===== src/bss_pkg.sv =====
package bss_pkg;

	// timing: one second of stage duration and period count
	localparam int CLK_HZ     = 250_000_000;
	localparam int SEC_S      = 1;
	localparam int SEC_CYCLES = SEC_S * CLK_HZ;

	// sentence characters
	localparam logic [7:0] ID_C0    = 8'h53;
	localparam logic [7:0] ID_C1    = 8'h54;
	localparam logic [7:0] ID_C2    = 8'h31;
	localparam logic [7:0] CH_COMMA = 8'h2c;
	localparam logic [7:0] CH_QUERY = 8'h3f;
	localparam logic [7:0] CH_CR    = 8'h0d;
	localparam logic [7:0] CH_LF    = 8'h0a;

	// field layout of the snapshot, most significant field sent first
	localparam int NFIELD  = 8;
	localparam int SNAP_W  = 128;
	localparam int F_STAGE = 120;
	localparam int F_ERR   = 112;
	localparam int F_PARAM = 96;
	localparam int F_DUR   = 64;
	localparam int F_BATT  = 56;
	localparam int F_PROT  = 40;
	localparam int F_PWR   = 32;

	// defined bits of the flag fields, reserved bits read zero
	localparam logic [7:0]  BATT_MASK = 8'h3f;
	localparam logic [15:0] PROT_MASK = 16'h3c7f;
	localparam logic [7:0]  PWR_MASK  = 8'h27;
	localparam logic [31:0] PIN_MASK  = 32'h07ffffbe;
	localparam int PIN_SPEED = 1;
	localparam int PIN_SOC   = 11;
	localparam int PIN_CUR0  = 14;

	// charging stage codes of the first field
	typedef enum logic [2:0] {
		BSS_DISCONN  = 3'h0,
		BSS_PREHEAT  = 3'h1,
		BSS_PRECHG   = 3'h2,
		BSS_MAINCHG  = 3'h3,
		BSS_BALANCE  = 3'h4,
		BSS_FINISHED = 3'h5,
		BSS_CHGERR   = 3'h6
	} bss_stage_e;

	// framer states, gray along the sentence path except the step from BSS_ID to BSS_SEP
	typedef enum logic [2:0] {
		BSS_IDLE = 3'b000,
		BSS_ID   = 3'b001,
		BSS_HEX  = 3'b011,
		BSS_SEP  = 3'b010,
		BSS_CSH  = 3'b110,
		BSS_CSL  = 3'b111,
		BSS_CR   = 3'b101,
		BSS_LF   = 3'b100
	} bss_state_e;

	// hex characters in each field, in sending order
	function automatic logic [3:0] fld_nibs(input logic [2:0] idx);
		case (idx)
			3'h2, 3'h5: fld_nibs = 4'h4;
			3'h3, 3'h7: fld_nibs = 4'h8;
			default:    fld_nibs = 4'h2;
		endcase
	endfunction

	// one nibble as an upper-case ascii hex character
	function automatic logic [7:0] hex_char(input logic [3:0] nib);
		if (nib < 4'ha) begin
			hex_char = 8'h30 + {4'h0, nib};
		end else begin
			hex_char = 8'h37 + {4'h0, nib};
		end
	endfunction

endpackage


===== src/bss_status_framer.sv =====
`timescale 1ns/100ps
// How it works
// - sent periodically; separate active and sleep intervals in seconds
// - a query sentence with a single '?' field triggers one complete sentence
// - stage field codes 0 disconnected through 6 charging error
// - error field holds the most recent error code, 0 meaning none
// - error parameter holds the stage active just before the error
// - stage duration counts seconds since the present stage began
// - battery validity bits 0-3 and 5 pass, bits 6-7 read zero
// - battery bit 4 passes from batt_flags_i like bits 0-3 and 5
// - protection bits 0-6 report the cell and pack protection events
// - protection bits 10-13 pass; bits 7-9 and 14-15 read zero
// - power reduction bits 0,1,2,5 pass; all others read zero
// - pin bit 1 is set while speed is nonzero; bit 0 reads zero
// - pin bits 2-10 report pin states, bit 6 reads zero
// - pin bit 11 is set while state of charge is nonzero
// - pin bit 14 is set while current channel 0 reads nonzero
// - pin bits 12-13 and 15-26 report pin states, bits 27-31 read zero
module bss_status_framer #(
	parameter int SEC_CYCLES = bss_pkg::SEC_CYCLES
) (
	// clock and reset
	input  wire logic        mclk_i,
	input  wire logic        nrst_i,
	// period settings, in seconds, zero stops periodic sending
	input  wire logic        sleep_i,
	input  wire logic [15:0] act_period_i,
	input  wire logic [15:0] slp_period_i,
	// charging state
	input  wire logic [2:0]  stage_i,
	input  wire logic        err_valid_i,
	input  wire logic [3:0]  err_code_i,
	// flag sources
	input  wire logic [7:0]  batt_flags_i,
	input  wire logic [15:0] prot_flags_i,
	input  wire logic [7:0]  pwr_flags_i,
	input  wire logic [31:0] pin_state_i,
	input  wire logic [31:0] pin_mapped_i,
	input  wire logic [15:0] speed_i,
	input  wire logic [7:0]  soc_i,
	input  wire logic [15:0] cur0_i,
	// received characters
	input  wire logic        rx_valid_i,
	input  wire logic [7:0]  rx_data_i,
	// transmitted characters
	input  wire logic        tx_ready_i,
	output logic             tx_valid_o,
	output logic [7:0]       tx_data_o,
	output logic             busy_o
);

	if (SEC_CYCLES < 2) begin : g_bad_sec
		$error("SEC_CYCLES must be at least 2");
	end

	bss_pkg::bss_state_e state;
	logic [31:0] div_cnt;
	logic        tick;
	logic [15:0] per_cnt;
	logic        per_pend;
	logic        qry_pend;
	logic [2:0]  rx_idx;
	logic [2:0]  stage_q;
	logic [31:0] dur;
	logic [7:0]  last_err;
	logic [15:0] err_param;
	logic [bss_pkg::SNAP_W-1:0] snap;
	logic [1:0]  id_idx;
	logic [3:0]  nib;
	logic [3:0]  fld;
	logic [7:0]  csum;
	logic        slot;
	logic        start;
	logic        qry_hit;
	logic        per_hit;
	logic [15:0] period;
	logic [31:0] pins;
	logic [7:0]  next_char;

	// output slot free when nothing waits or the waiting char is taken
	assign slot    = !tx_valid_o || tx_ready_i;
	assign start   = (state == bss_pkg::BSS_IDLE) && (per_pend || qry_pend)
		&& slot;
	assign period  = sleep_i ? slp_period_i : act_period_i;
	assign per_hit = tick && (period != 16'h0000)
		&& (per_cnt + 16'h0001 >= period);
	assign qry_hit = rx_valid_i && (rx_idx == 3'h5)
		&& ((rx_data_i == bss_pkg::CH_CR) || (rx_data_i == bss_pkg::CH_LF));

	// pin flags: unmapped functions read zero, derived bits from measures
	always_comb begin
		pins = pin_state_i & pin_mapped_i & bss_pkg::PIN_MASK;
		pins[bss_pkg::PIN_SPEED] = pin_mapped_i[bss_pkg::PIN_SPEED]
			&& (speed_i != 16'h0000);
		pins[bss_pkg::PIN_SOC] = pin_mapped_i[bss_pkg::PIN_SOC]
			&& (soc_i != 8'h00);
		pins[bss_pkg::PIN_CUR0] = pin_mapped_i[bss_pkg::PIN_CUR0]
			&& (cur0_i != 16'h0000);
	end

	// one-second enable pulse
	always_ff @(posedge mclk_i) begin
		if (!nrst_i) begin
			div_cnt <= 32'h0;
			tick    <= 1'b0;
		end else if (div_cnt == 32'(SEC_CYCLES - 1)) begin
			div_cnt <= 32'h0;
			tick    <= 1'b1;
		end else begin
			div_cnt <= div_cnt + 32'h1;
			tick    <= 1'b0;
		end
	end

	// interval counter; a shorter new period takes effect at the next tick
	always_ff @(posedge mclk_i) begin
		if (!nrst_i) begin
			per_cnt <= 16'h0;
		end else if (per_hit) begin
			per_cnt <= 16'h0;
		end else if (tick) begin
			per_cnt <= per_cnt + 16'h1;
		end
	end

	// pending requests; a new event wins over the clear by start
	always_ff @(posedge mclk_i) begin
		if (!nrst_i) begin
			per_pend <= 1'b0;
			qry_pend <= 1'b0;
		end else begin
			per_pend <= (per_pend && !start) || per_hit;
			qry_pend <= (qry_pend && !start) || qry_hit;
		end
	end

	// query matcher: identifier, comma, '?', then CR or LF
	always_ff @(posedge mclk_i) begin
		if (!nrst_i) begin
			rx_idx <= 3'h0;
		end else if (rx_valid_i) begin
			case (rx_idx)
				3'h0: rx_idx <= (rx_data_i == bss_pkg::ID_C0) ? 3'h1 : 3'h0;
				3'h1: rx_idx <= (rx_data_i == bss_pkg::ID_C1) ? 3'h2 : 3'h0;
				3'h2: rx_idx <= (rx_data_i == bss_pkg::ID_C2) ? 3'h3 : 3'h0;
				3'h3: rx_idx <= (rx_data_i == bss_pkg::CH_COMMA) ? 3'h4 : 3'h0;
				3'h4: rx_idx <= (rx_data_i == bss_pkg::CH_QUERY) ? 3'h5 : 3'h0;
				default: rx_idx <= 3'h0;
			endcase
		end
	end

	// stage duration in seconds, restarted on every stage change
	always_ff @(posedge mclk_i) begin
		if (!nrst_i) begin
			stage_q <= 3'h0;
			dur     <= 32'h0;
		end else begin
			stage_q <= stage_i;
			if (stage_i != stage_q) begin
				dur <= 32'h0;
			end else if (tick && (dur != 32'hffffffff)) begin
				dur <= dur + 32'h1;
			end
		end
	end

	// last error and the stage that was running when it came
	always_ff @(posedge mclk_i) begin
		if (!nrst_i) begin
			last_err  <= 8'h0;
			err_param <= 16'h0;
		end else if (err_valid_i) begin
			last_err  <= {4'h0, err_code_i};
			err_param <= {13'h0, stage_q};
		end
	end

	// character chosen for the present state
	always_comb begin
		case (state)
			bss_pkg::BSS_IDLE: next_char = bss_pkg::ID_C0;
			bss_pkg::BSS_ID:
				next_char = (id_idx == 2'h1) ? bss_pkg::ID_C1
					: bss_pkg::ID_C2;
			bss_pkg::BSS_HEX: next_char = bss_pkg::hex_char(snap[127:124]);
			bss_pkg::BSS_SEP: next_char = bss_pkg::CH_COMMA;
			bss_pkg::BSS_CSH: next_char = bss_pkg::hex_char(csum[7:4]);
			bss_pkg::BSS_CSL: next_char = bss_pkg::hex_char(csum[3:0]);
			bss_pkg::BSS_CR:  next_char = bss_pkg::CH_CR;
			default:          next_char = bss_pkg::CH_LF;
		endcase
	end

	// sentence sequencer, one character per free output slot
	always_ff @(posedge mclk_i) begin
		if (!nrst_i) begin
			state  <= bss_pkg::BSS_IDLE;
			id_idx <= 2'h0;
			nib    <= 4'h0;
			fld    <= 4'h0;
		end else if (slot) begin
			case (state)
				bss_pkg::BSS_IDLE: begin
					if (start) begin
						state  <= bss_pkg::BSS_ID;
						id_idx <= 2'h1;
						nib    <= 4'h0;
						fld    <= 4'h0;
					end
				end
				bss_pkg::BSS_ID: begin
					id_idx <= id_idx + 2'h1;
					if (id_idx == 2'h2) begin
						state <= bss_pkg::BSS_SEP;
					end
				end
				bss_pkg::BSS_SEP: begin
					state <= (fld == 4'(bss_pkg::NFIELD)) ? bss_pkg::BSS_CSH
						: bss_pkg::BSS_HEX;
				end
				bss_pkg::BSS_HEX: begin
					if (nib == bss_pkg::fld_nibs(fld[2:0]) - 4'h1) begin
						nib   <= 4'h0;
						fld   <= fld + 4'h1;
						state <= bss_pkg::BSS_SEP;
					end else begin
						nib <= nib + 4'h1;
					end
				end
				bss_pkg::BSS_CSH: state <= bss_pkg::BSS_CSL;
				bss_pkg::BSS_CSL: state <= bss_pkg::BSS_CR;
				bss_pkg::BSS_CR:  state <= bss_pkg::BSS_LF;
				default:          state <= bss_pkg::BSS_IDLE;
			endcase
		end
	end

	// snapshot at start so the fields of one sentence are coherent
	always_ff @(posedge mclk_i) begin
		if (!nrst_i) begin
			snap <= '0;
		end else if (start) begin
			snap <= {5'h0, stage_i,
				last_err, err_param, dur,
				batt_flags_i & bss_pkg::BATT_MASK,
				prot_flags_i & bss_pkg::PROT_MASK,
				pwr_flags_i & bss_pkg::PWR_MASK,
				pins};
		end else if (slot && (state == bss_pkg::BSS_HEX)) begin
			snap <= {snap[123:0], 4'h0};
		end
	end

	// checksum: byte sum of everything up to and including the last comma
	always_ff @(posedge mclk_i) begin
		if (!nrst_i) begin
			csum <= 8'h0;
		end else if (start) begin
			csum <= bss_pkg::ID_C0;
		end else if (slot && ((state == bss_pkg::BSS_ID)
			|| (state == bss_pkg::BSS_SEP) || (state == bss_pkg::BSS_HEX))) begin
			csum <= csum + next_char;
		end
	end

	// output register; holds its char until the sink takes it
	always_ff @(posedge mclk_i) begin
		if (!nrst_i) begin
			tx_valid_o <= 1'b0;
			tx_data_o  <= 8'h0;
			busy_o     <= 1'b0;
		end else begin
			busy_o <= (state != bss_pkg::BSS_IDLE) || start;
			if (slot) begin
				tx_valid_o <= (state != bss_pkg::BSS_IDLE) || start;
				tx_data_o  <= next_char;
			end
		end
	end

	chk_frame_start: assert property (@(posedge mclk_i)
		disable iff (!nrst_i) start |=> tx_valid_o && (tx_data_o == bss_pkg::ID_C0))
		else $error("sentence did not open with the identifier");
	chk_query_pend: assert property (@(posedge mclk_i)
		disable iff (!nrst_i) qry_hit |=> qry_pend || busy_o)
		else $error("query was not taken");
	chk_period_pend: assert property (@(posedge mclk_i)
		disable iff (!nrst_i) per_hit |=> per_pend || busy_o)
		else $error("period expiry was lost");
	chk_stage_code: assert property (@(posedge mclk_i)
		disable iff (!nrst_i) start |=> snap[127:120] == {5'h0, $past(stage_i)})
		else $error("stage field wrong");
	chk_err_param: assert property (@(posedge mclk_i)
		disable iff (!nrst_i) err_valid_i |=> (err_param ==
			{13'h0, $past(stage_q)}) && (last_err == {4'h0, $past(err_code_i)}))
		else $error("error capture wrong");
	chk_dur_clear: assert property (@(posedge mclk_i)
		disable iff (!nrst_i) (stage_i != stage_q) |=> dur == 32'h0)
		else $error("duration not restarted");
	chk_batt_flags: assert property (@(posedge mclk_i)
		disable iff (!nrst_i) start |=>
			snap[63:56] == ($past(batt_flags_i) & bss_pkg::BATT_MASK))
		else $error("battery flags wrong");
	chk_prot_flags: assert property (@(posedge mclk_i)
		disable iff (!nrst_i) start |=>
			snap[55:40] == ($past(prot_flags_i) & bss_pkg::PROT_MASK))
		else $error("protection flags wrong");
	chk_pwr_flags: assert property (@(posedge mclk_i)
		disable iff (!nrst_i) start |=>
			snap[39:32] == ($past(pwr_flags_i) & bss_pkg::PWR_MASK))
		else $error("power reduction flags wrong");
	chk_pin_speed: assert property (@(posedge mclk_i)
		disable iff (!nrst_i) start |=>
			snap[1] == ($past(pin_mapped_i[1]) && ($past(speed_i) != 16'h0)))
		else $error("speed flag wrong");
	chk_pin_soc: assert property (@(posedge mclk_i)
		disable iff (!nrst_i) start |=>
			snap[11] == ($past(pin_mapped_i[11]) && ($past(soc_i) != 8'h0)))
		else $error("charge level flag wrong");
	chk_pin_cur: assert property (@(posedge mclk_i)
		disable iff (!nrst_i) start |=>
			snap[14] == ($past(pin_mapped_i[14]) && ($past(cur0_i) != 16'h0)))
		else $error("current flag wrong");
	chk_end_line: assert property (@(posedge mclk_i)
		disable iff (!nrst_i) (state == bss_pkg::BSS_CR) && slot |=>
			tx_data_o == bss_pkg::CH_CR)
		else $error("line terminator missing");

	cov_query: cover property (@(posedge mclk_i) qry_hit ##[1:4] start);
	cov_periodic: cover property (@(posedge mclk_i) per_hit && !sleep_i);
	cov_sleep: cover property (@(posedge mclk_i) per_hit && sleep_i);
	cov_stall: cover property (@(posedge mclk_i)
		tx_valid_o && !tx_ready_i && busy_o);

endmodule


===== config.mk =====
export PLATFORM = sky130hd
export DESIGN_NAME = bss_status_framer
export DESIGN_NICKNAME = d
export VERILOG_FILES = /design/src/bss_pkg.sv /design/src/bss_status_framer.sv
export SDC_FILE = /design/constraint.sdc
export NUM_CORES = 1
export LEC_CHECK = 0
export ABC_AREA = 1
export BUFFER_PORTS_ARGS = -buffer_cell sky130_fd_sc_hd__buf_2
export CAP_MARGIN = 10
export CORE_ASPECT_RATIO = 0.8
export CORE_MARGIN = 5
export CORE_UTILIZATION = 55
export CTS_CLUSTER_SIZE = 28
export DETAILED_ROUTE_END_ITERATION = 10
export HOLD_SLACK_MARGIN = 0.12
export PLACE_DENSITY = 0.79
export SLEW_MARGIN = 0
export SYNTH_ARGS = -nofsm -noshare
export SYNTH_HDL_FRONTEND = slang
export SYNTH_SLANG_ARGS = --single-unit
export TNS_END_PERCENT = 20

===== constraint.sdc =====
create_clock -name mclk_i -period 3.2 [get_ports mclk_i]
set_clock_uncertainty 0.15 [all_clocks]
set_input_delay 0.48 -clock mclk_i [delete_from_list [all_inputs] [get_ports mclk_i]]
set_output_delay 0.48 -clock mclk_i [all_outputs]
set_load 0.05 [all_outputs]

Word level (Yosys, flattened, before mapping):

Cells that the tools add are included.

* bits of input ports: 189
* output and inout bits: 10
* flip-flop bits (word level): 254

* multiplexer cells: 33
* reductions and logical operators: 45
* $lt $le $gt $ge: 4
* add/subtract/negate cells: 14
* bitwise gates (word level): 2
* equal/unequal tests: 32

Operators by type and width (number)
* 2-to-1 mux 123 bit: 2
* adder 32 x 1 -> 32 bit (second input constant): 2
* case mux 7 bit (7 select lines): 1
* nonzero test 16 bit: 3
* adder 6 x 4 -> 7 bit (first input constant): 6
* 2-to-1 mux 7 bit: 6
* equality test 32 x 28 -> 1 bit (second input constant): 1
* != test 32 bit (second input constant): 1
* bitwise AND 27 bit: 1
* equality test 8 x 6 -> 1 bit (second input constant): 3
* 2-to-1 mux 4 bit: 6
* case mux 4 bit (2 select lines): 3
* equality test 3 bit (second input constant): 7
* case mux 3 bit (7 select lines): 1
* equality test 3 x 2 -> 1 bit (second input constant): 6
* 2-to-1 mux 3 bit: 6
* adder 16 x 1 -> 16 bit (second input constant): 1
* equality test 8 x 4 -> 1 bit (second input constant): 2
* equality test 8 x 7 -> 1 bit (second input constant): 2
* >= comparator 16 bit: 1
* 2-to-1 mux 16 bit: 1
* case mux 3 bit (5 select lines): 1
* logical AND 1 bit: 14
* < comparator 4 bit (second input constant): 3
* other kinds (24): 50

Logic depth before layout (Yosys ltp):

* word-level depth: 10
* gate-level depth with buffers: 17
* depth with buffers taken out: 16

Worst setup path after synthesis:

OpenSTA, ideal clock, no wires.

* path type: register -> register
* start point: reg per_cnt[0]
* end point: reg per_cnt[5]
* setup time: 0.124 ns
* path slack: 0.531 ns
* buffers on the path: 1
* arrival: 2.395 ns
* cell stages (with the launch flop): 15
* clock period less this slack: 2.669 ns
* path through: dfxtp_1 ha_1 nand3_1 nor3_1 nand4_1 and2_1 ha_1 nand4_1 nor3_1 nand3_1 nand3_1 nand2_2 nand2_4 buf_12 nor2_4

* longest elaborated chain between the ends: 4

Ends and longest elaborated chain
* start: declaration: RTL line bss_status_framer.sv:59 `logic [15:0] per_cnt;`
* start signal: assignment: RTL line bss_status_framer.sv:122 `per_cnt <= per_cnt + 16'h1;`
* adder 16 x 1 -> 16 bit (*): RTL line bss_status_framer.sv:86, bss_status_framer.sv:122
* >= comparator 16 bit: RTL line bss_status_framer.sv:86 `&& (per_cnt + 16'h0001 >= period);`
* logical AND 1 bit: RTL line bss_status_framer.sv:86
* OR reduction 2 bit (no line)

Mark *: on every way between the ends. The rest lies on a longest branch, timed or not.
A chain may end at the register's enable or synchronous reset.

Worst setup path after layout:

* start point: reg csum[1]
* end point: reg csum[5]

* longest elaborated chain between the ends: 4
* elaborated cells between the ends (all ways): 6
* classes of those cells: add/sub: 3; order compare: 1; mux: 2

Ends and longest elaborated chain
* start: declaration: RTL line bss_status_framer.sv:71 `logic [7:0] csum;`
* start signal: assignment: RTL line bss_status_framer.sv:260 `csum <= bss_pkg::ID_C0;`
* start signal: assignment: RTL line bss_status_framer.sv:263 `csum <= csum + next_char;`
* adder 6 x 4 -> 7 bit, or another cell as far along: RTL line bss_pkg.sv:74 `hex_char = 8'h37 + {4'h0, nib};`
* 2-to-1 mux 7 bit (*): RTL line bss_pkg.sv:71 `if (nib < 4'ha) begin`
* case mux 7 bit (7 select lines) (*): RTL line bss_status_framer.sv:181 `case (state)`
* named net next_char[2]: RTL line bss_status_framer.sv:78 `logic [7:0] next_char;`
* adder 8 x 7 -> 8 bit (*): RTL line bss_status_framer.sv:263

Mark *: on every way through the listed nets, which the timed path passes. The rest lies on a longest branch.

==> flow_metrics.py <==
metrics = {
    "status": {
        "status": "finished clean",
    },
    "timing": {
        "slew_headroom": 0.508,
        "tightestPinTransition_ns": 0.733,
        "fmax_ghz": 0.342,
        "period_share": 0.913,
        "setup_ws_ns": 0.280,
        "grt_setup_unrepaired": "false",
        "setup_viol": 0,
        "fin_tns_setup_ns": 0,
        "slew_viol_final": 0,
        "period_minus_slack_ns": 2.92,
        "final-hold-violation-count": 0,
    },
    "logic_synthesis": {
        "synth_area_per_cell_um2": 6.75,
        "syn-cell-area_mm2": 0.0133,
        "postSynthCellCount": 1974,
        "synthTopCellsByArea": "dfxtp_1 38%, nand2_1 16%, inv_1 6.4%, nor2_1 5.3%, a31oi_1 4.1%",
        "synth-seq-cells": 253,
        "synth_cell_types": 48,
        "yosys_warnings": 0,
        "synth_top_cell_area_share": 0.380,
        "synth_top_area_cell": "dfxtp_1",
        "synth_nets": 2202,
        "synth-async-reset-ratio": 0,
        "synth_edf_count": 0,
        "ys_seq_area_frac": 0.380,
        "yosys_most_used_dff": "dfxtp_1",
    },
    "power": {
        "p_leak_nw": 6.45,
        "peakVddDrop_v": 0.000410,
        "p_total_mw": 7.42,
        "pwr_density_cell_mw_per_mm2": 467,
    },
    "floorplan": {
        "dieArea_mm2": 0.0275,
        "rows": 51,
        "core_mm2": 0.0241,
        "io_pins": 199,
        "start_util": 0.553,
        "die_w_um": 184,
        "die-height_um": 149,
    },
    "critical_path": {
        "cpPeakStageDelay_ns": 0.44,
        "crit_buf_inv": 2,
        "critical_path_class": "flop to flop",
        "path_cells": "inv_1, ha_1, a21oi_1, o21ai_0, o211ai_1, nand4_1, ha_1, nand3_1, nand3_1, a21oi_1, or2_2, nand3_1, o211ai_1, inv_1",
        "endpoint_kind": "flop",
        "startpoint_type": "flop",
        "crit_required_ns": 3.53,
        "worst-path-max-fanout": 5,
        "cp_common_cell": "nand3_1",
        "cp.arrival_ns": 3.25,
        "critPathTopFamily": "simple AND/OR/NAND/NOR gates",
        "slowest_stage": "ha_1",
    },
    "clocking": {
        "clk_latency_ns": 0.53,
        "cts_tree": "yes",
        "htree_levels": 1,
        "numCtsBuffers": 25,
        "post_cts_buffers": 0,
        "ctsLongestPathBuffers": 3,
        "cts_root_buffer": "clkbuf_16",
        "clkSlewWorstSetupHoldPaths_ns": 0.07,
        "cts_sinks": 253,
    },
    "layout": {
        "layout_common_cells": "578 x nand2_1, 253 x dfxtp_1, 228 x inv_1",
        "area_delta_synth_final_pct": 19.1,
        "final_nets": 2404,
        "layout.cells.most_common": "nand2_1",
        "final_util": 0.658,
        "drive_gt1_frac": 0.125,
    },
    "drt": {
        "first_pass_iters": 5,
        "via_per_inst": 5.37,
        "wire_per_inst_um": 14.3,
        "wirelength_mm": 36.0,
        "dr.first_iter.drc_count": 1024,
        "ant_nets": 0,
        "via_count": 13500,
        "drc": 0,
    },
    "placed_design": {
        "dpl_worst_slack_ns": 0.300,
        "place_congestion": 0.937,
        "port_buffers": 169,
        "dp_hpwl_mm": 24.2,
    },
    "flow_run": {
        "cap_violations": 0,
    },
    "global_routing": {
        "grt_max_degree": 91,
        "grt_pass1_vias": 12600,
        "grt_antenna_before_repair": 2,
        "grt_pass1_wl_mm": 59.2,
        "track_usage": 0.252,
        "overflow": 0,
    },
    "worst_hold_path": {
        "hold_class": "input port to flop",
    },
}
==> worst paths after layout <==
path	startpoint	endpoint	slack, ns	cells past startpoint
max	csum[1]$_SDFFE_PN0P_	csum[5]$_SDFFE_PP0P_	0.28	14
max reg2reg	csum[1]$_SDFFE_PN0P_	csum[5]$_SDFFE_PP0P_	0.28	14
min reg2reg	div_cnt[0]$_SDFF_PP0_	div_cnt[0]$_SDFF_PP0_	0.30	1
min	pin_mapped_i[5]	snap[5]$_SDFFE_PN0P_	0.14	3
==> cell families after synthesis <==
family,synth area share
adders and majority gates,0.0372
DFF,0.380
muxes,0.00300
AOI/OAI and AO/OA,0.128
buffers and inverters,0.0969
xor gates and xnor gates,0.0269
and+or+nand+nor,0.327
other,0.000281
==> cell type report <==
type / count / area [um^2]
Antenna cell: 3 / 7.51
Clock buffer: 36 / 727
Clock inverter: 9 / 149
Fill cell: 2052 / 8240
Inverter: 235 / 883
Multi-Input combinational cell: 1409 / 6990
Sequential cell: 253 / 5060
Tap cell: 318 / 398
Timing Repair Buffer: 252 / 1660
==> worst min-delay path: stages <==
cell	delay, ns
buf_2	0.10
nand3_1	0.09
a31oi_1	0.09
==> metal layers <==
layer	GRT usage	share of wire	vias to the layer above
met3	0.0405	0.075	72
met2	0.415	0.46	487
met5	0	0	-
met1	0.340	0.44	6130
li1	-	-	6807
met4	0.0787	0.026	0
==> timing repair <==
action                                  in CTS  in global routing
hold endpoints to repair                    51                  0
hold buffers                                62                  0
endpoints found under the setup margin       0                  4
gates resized for setup                      0                  2
==> cell usage after synthesis (4+ instances only) <==
cell,n
o21ai_1,14
xor2_1,32
xnor2_1,9
nor3_1,84
a31oi_1,88
nor2_1,187
dfxtp_1,253
mux2i_1,4
clkbuf_1,35
inv_2,6
nand3_1,88
nor2_4,13
o21ai_0,88
or2_2,6
nor4_1,12
ha_1,38
nor2_2,5
nand4_1,29
buf_4,9
a21oi_1,91
buf_2,27
nand2_1,578
o211ai_1,7
inv_1,229
buf_6,5
==> sequential cells by signal, summed over array words and instances, names as in the netlist, 4 cells and up, named ones only <==
name / flops
tx_data_o: 7
snap: 127
fld: 4
last_err: 4
div_cnt: 32
nib: 4
csum: 8
per_cnt: 16
dur: 32
==> per-stage QoR <==
| stage | cell area [um^2] | hold WS (ns) | cells |
|---|---|---|---|
| 2_1_floorplan | 13300 | 0.268 | 1974 |
| 3_3_place_gp | 14400 | 0.278 | 2405 |
| 3_5_place_dp | 14400 | 0.290 | 2405 |
| 4_1_cts | 15900 | 0.120 | 2512 |
| 5_1_grt | 15900 | 0.125 | 2514 |
| 6_report | 15900 | 0.142 | 2515 |
==> power breakdown <==
part / switching (mW) / internal [mW]
clock: 1.23 / 1.90
combinational: 0.618 / 0.360
sequential: 0.0801 / 3.23
total: 1.93 / 5.49
Note: power is estimated with default switching activity, not from simulation.
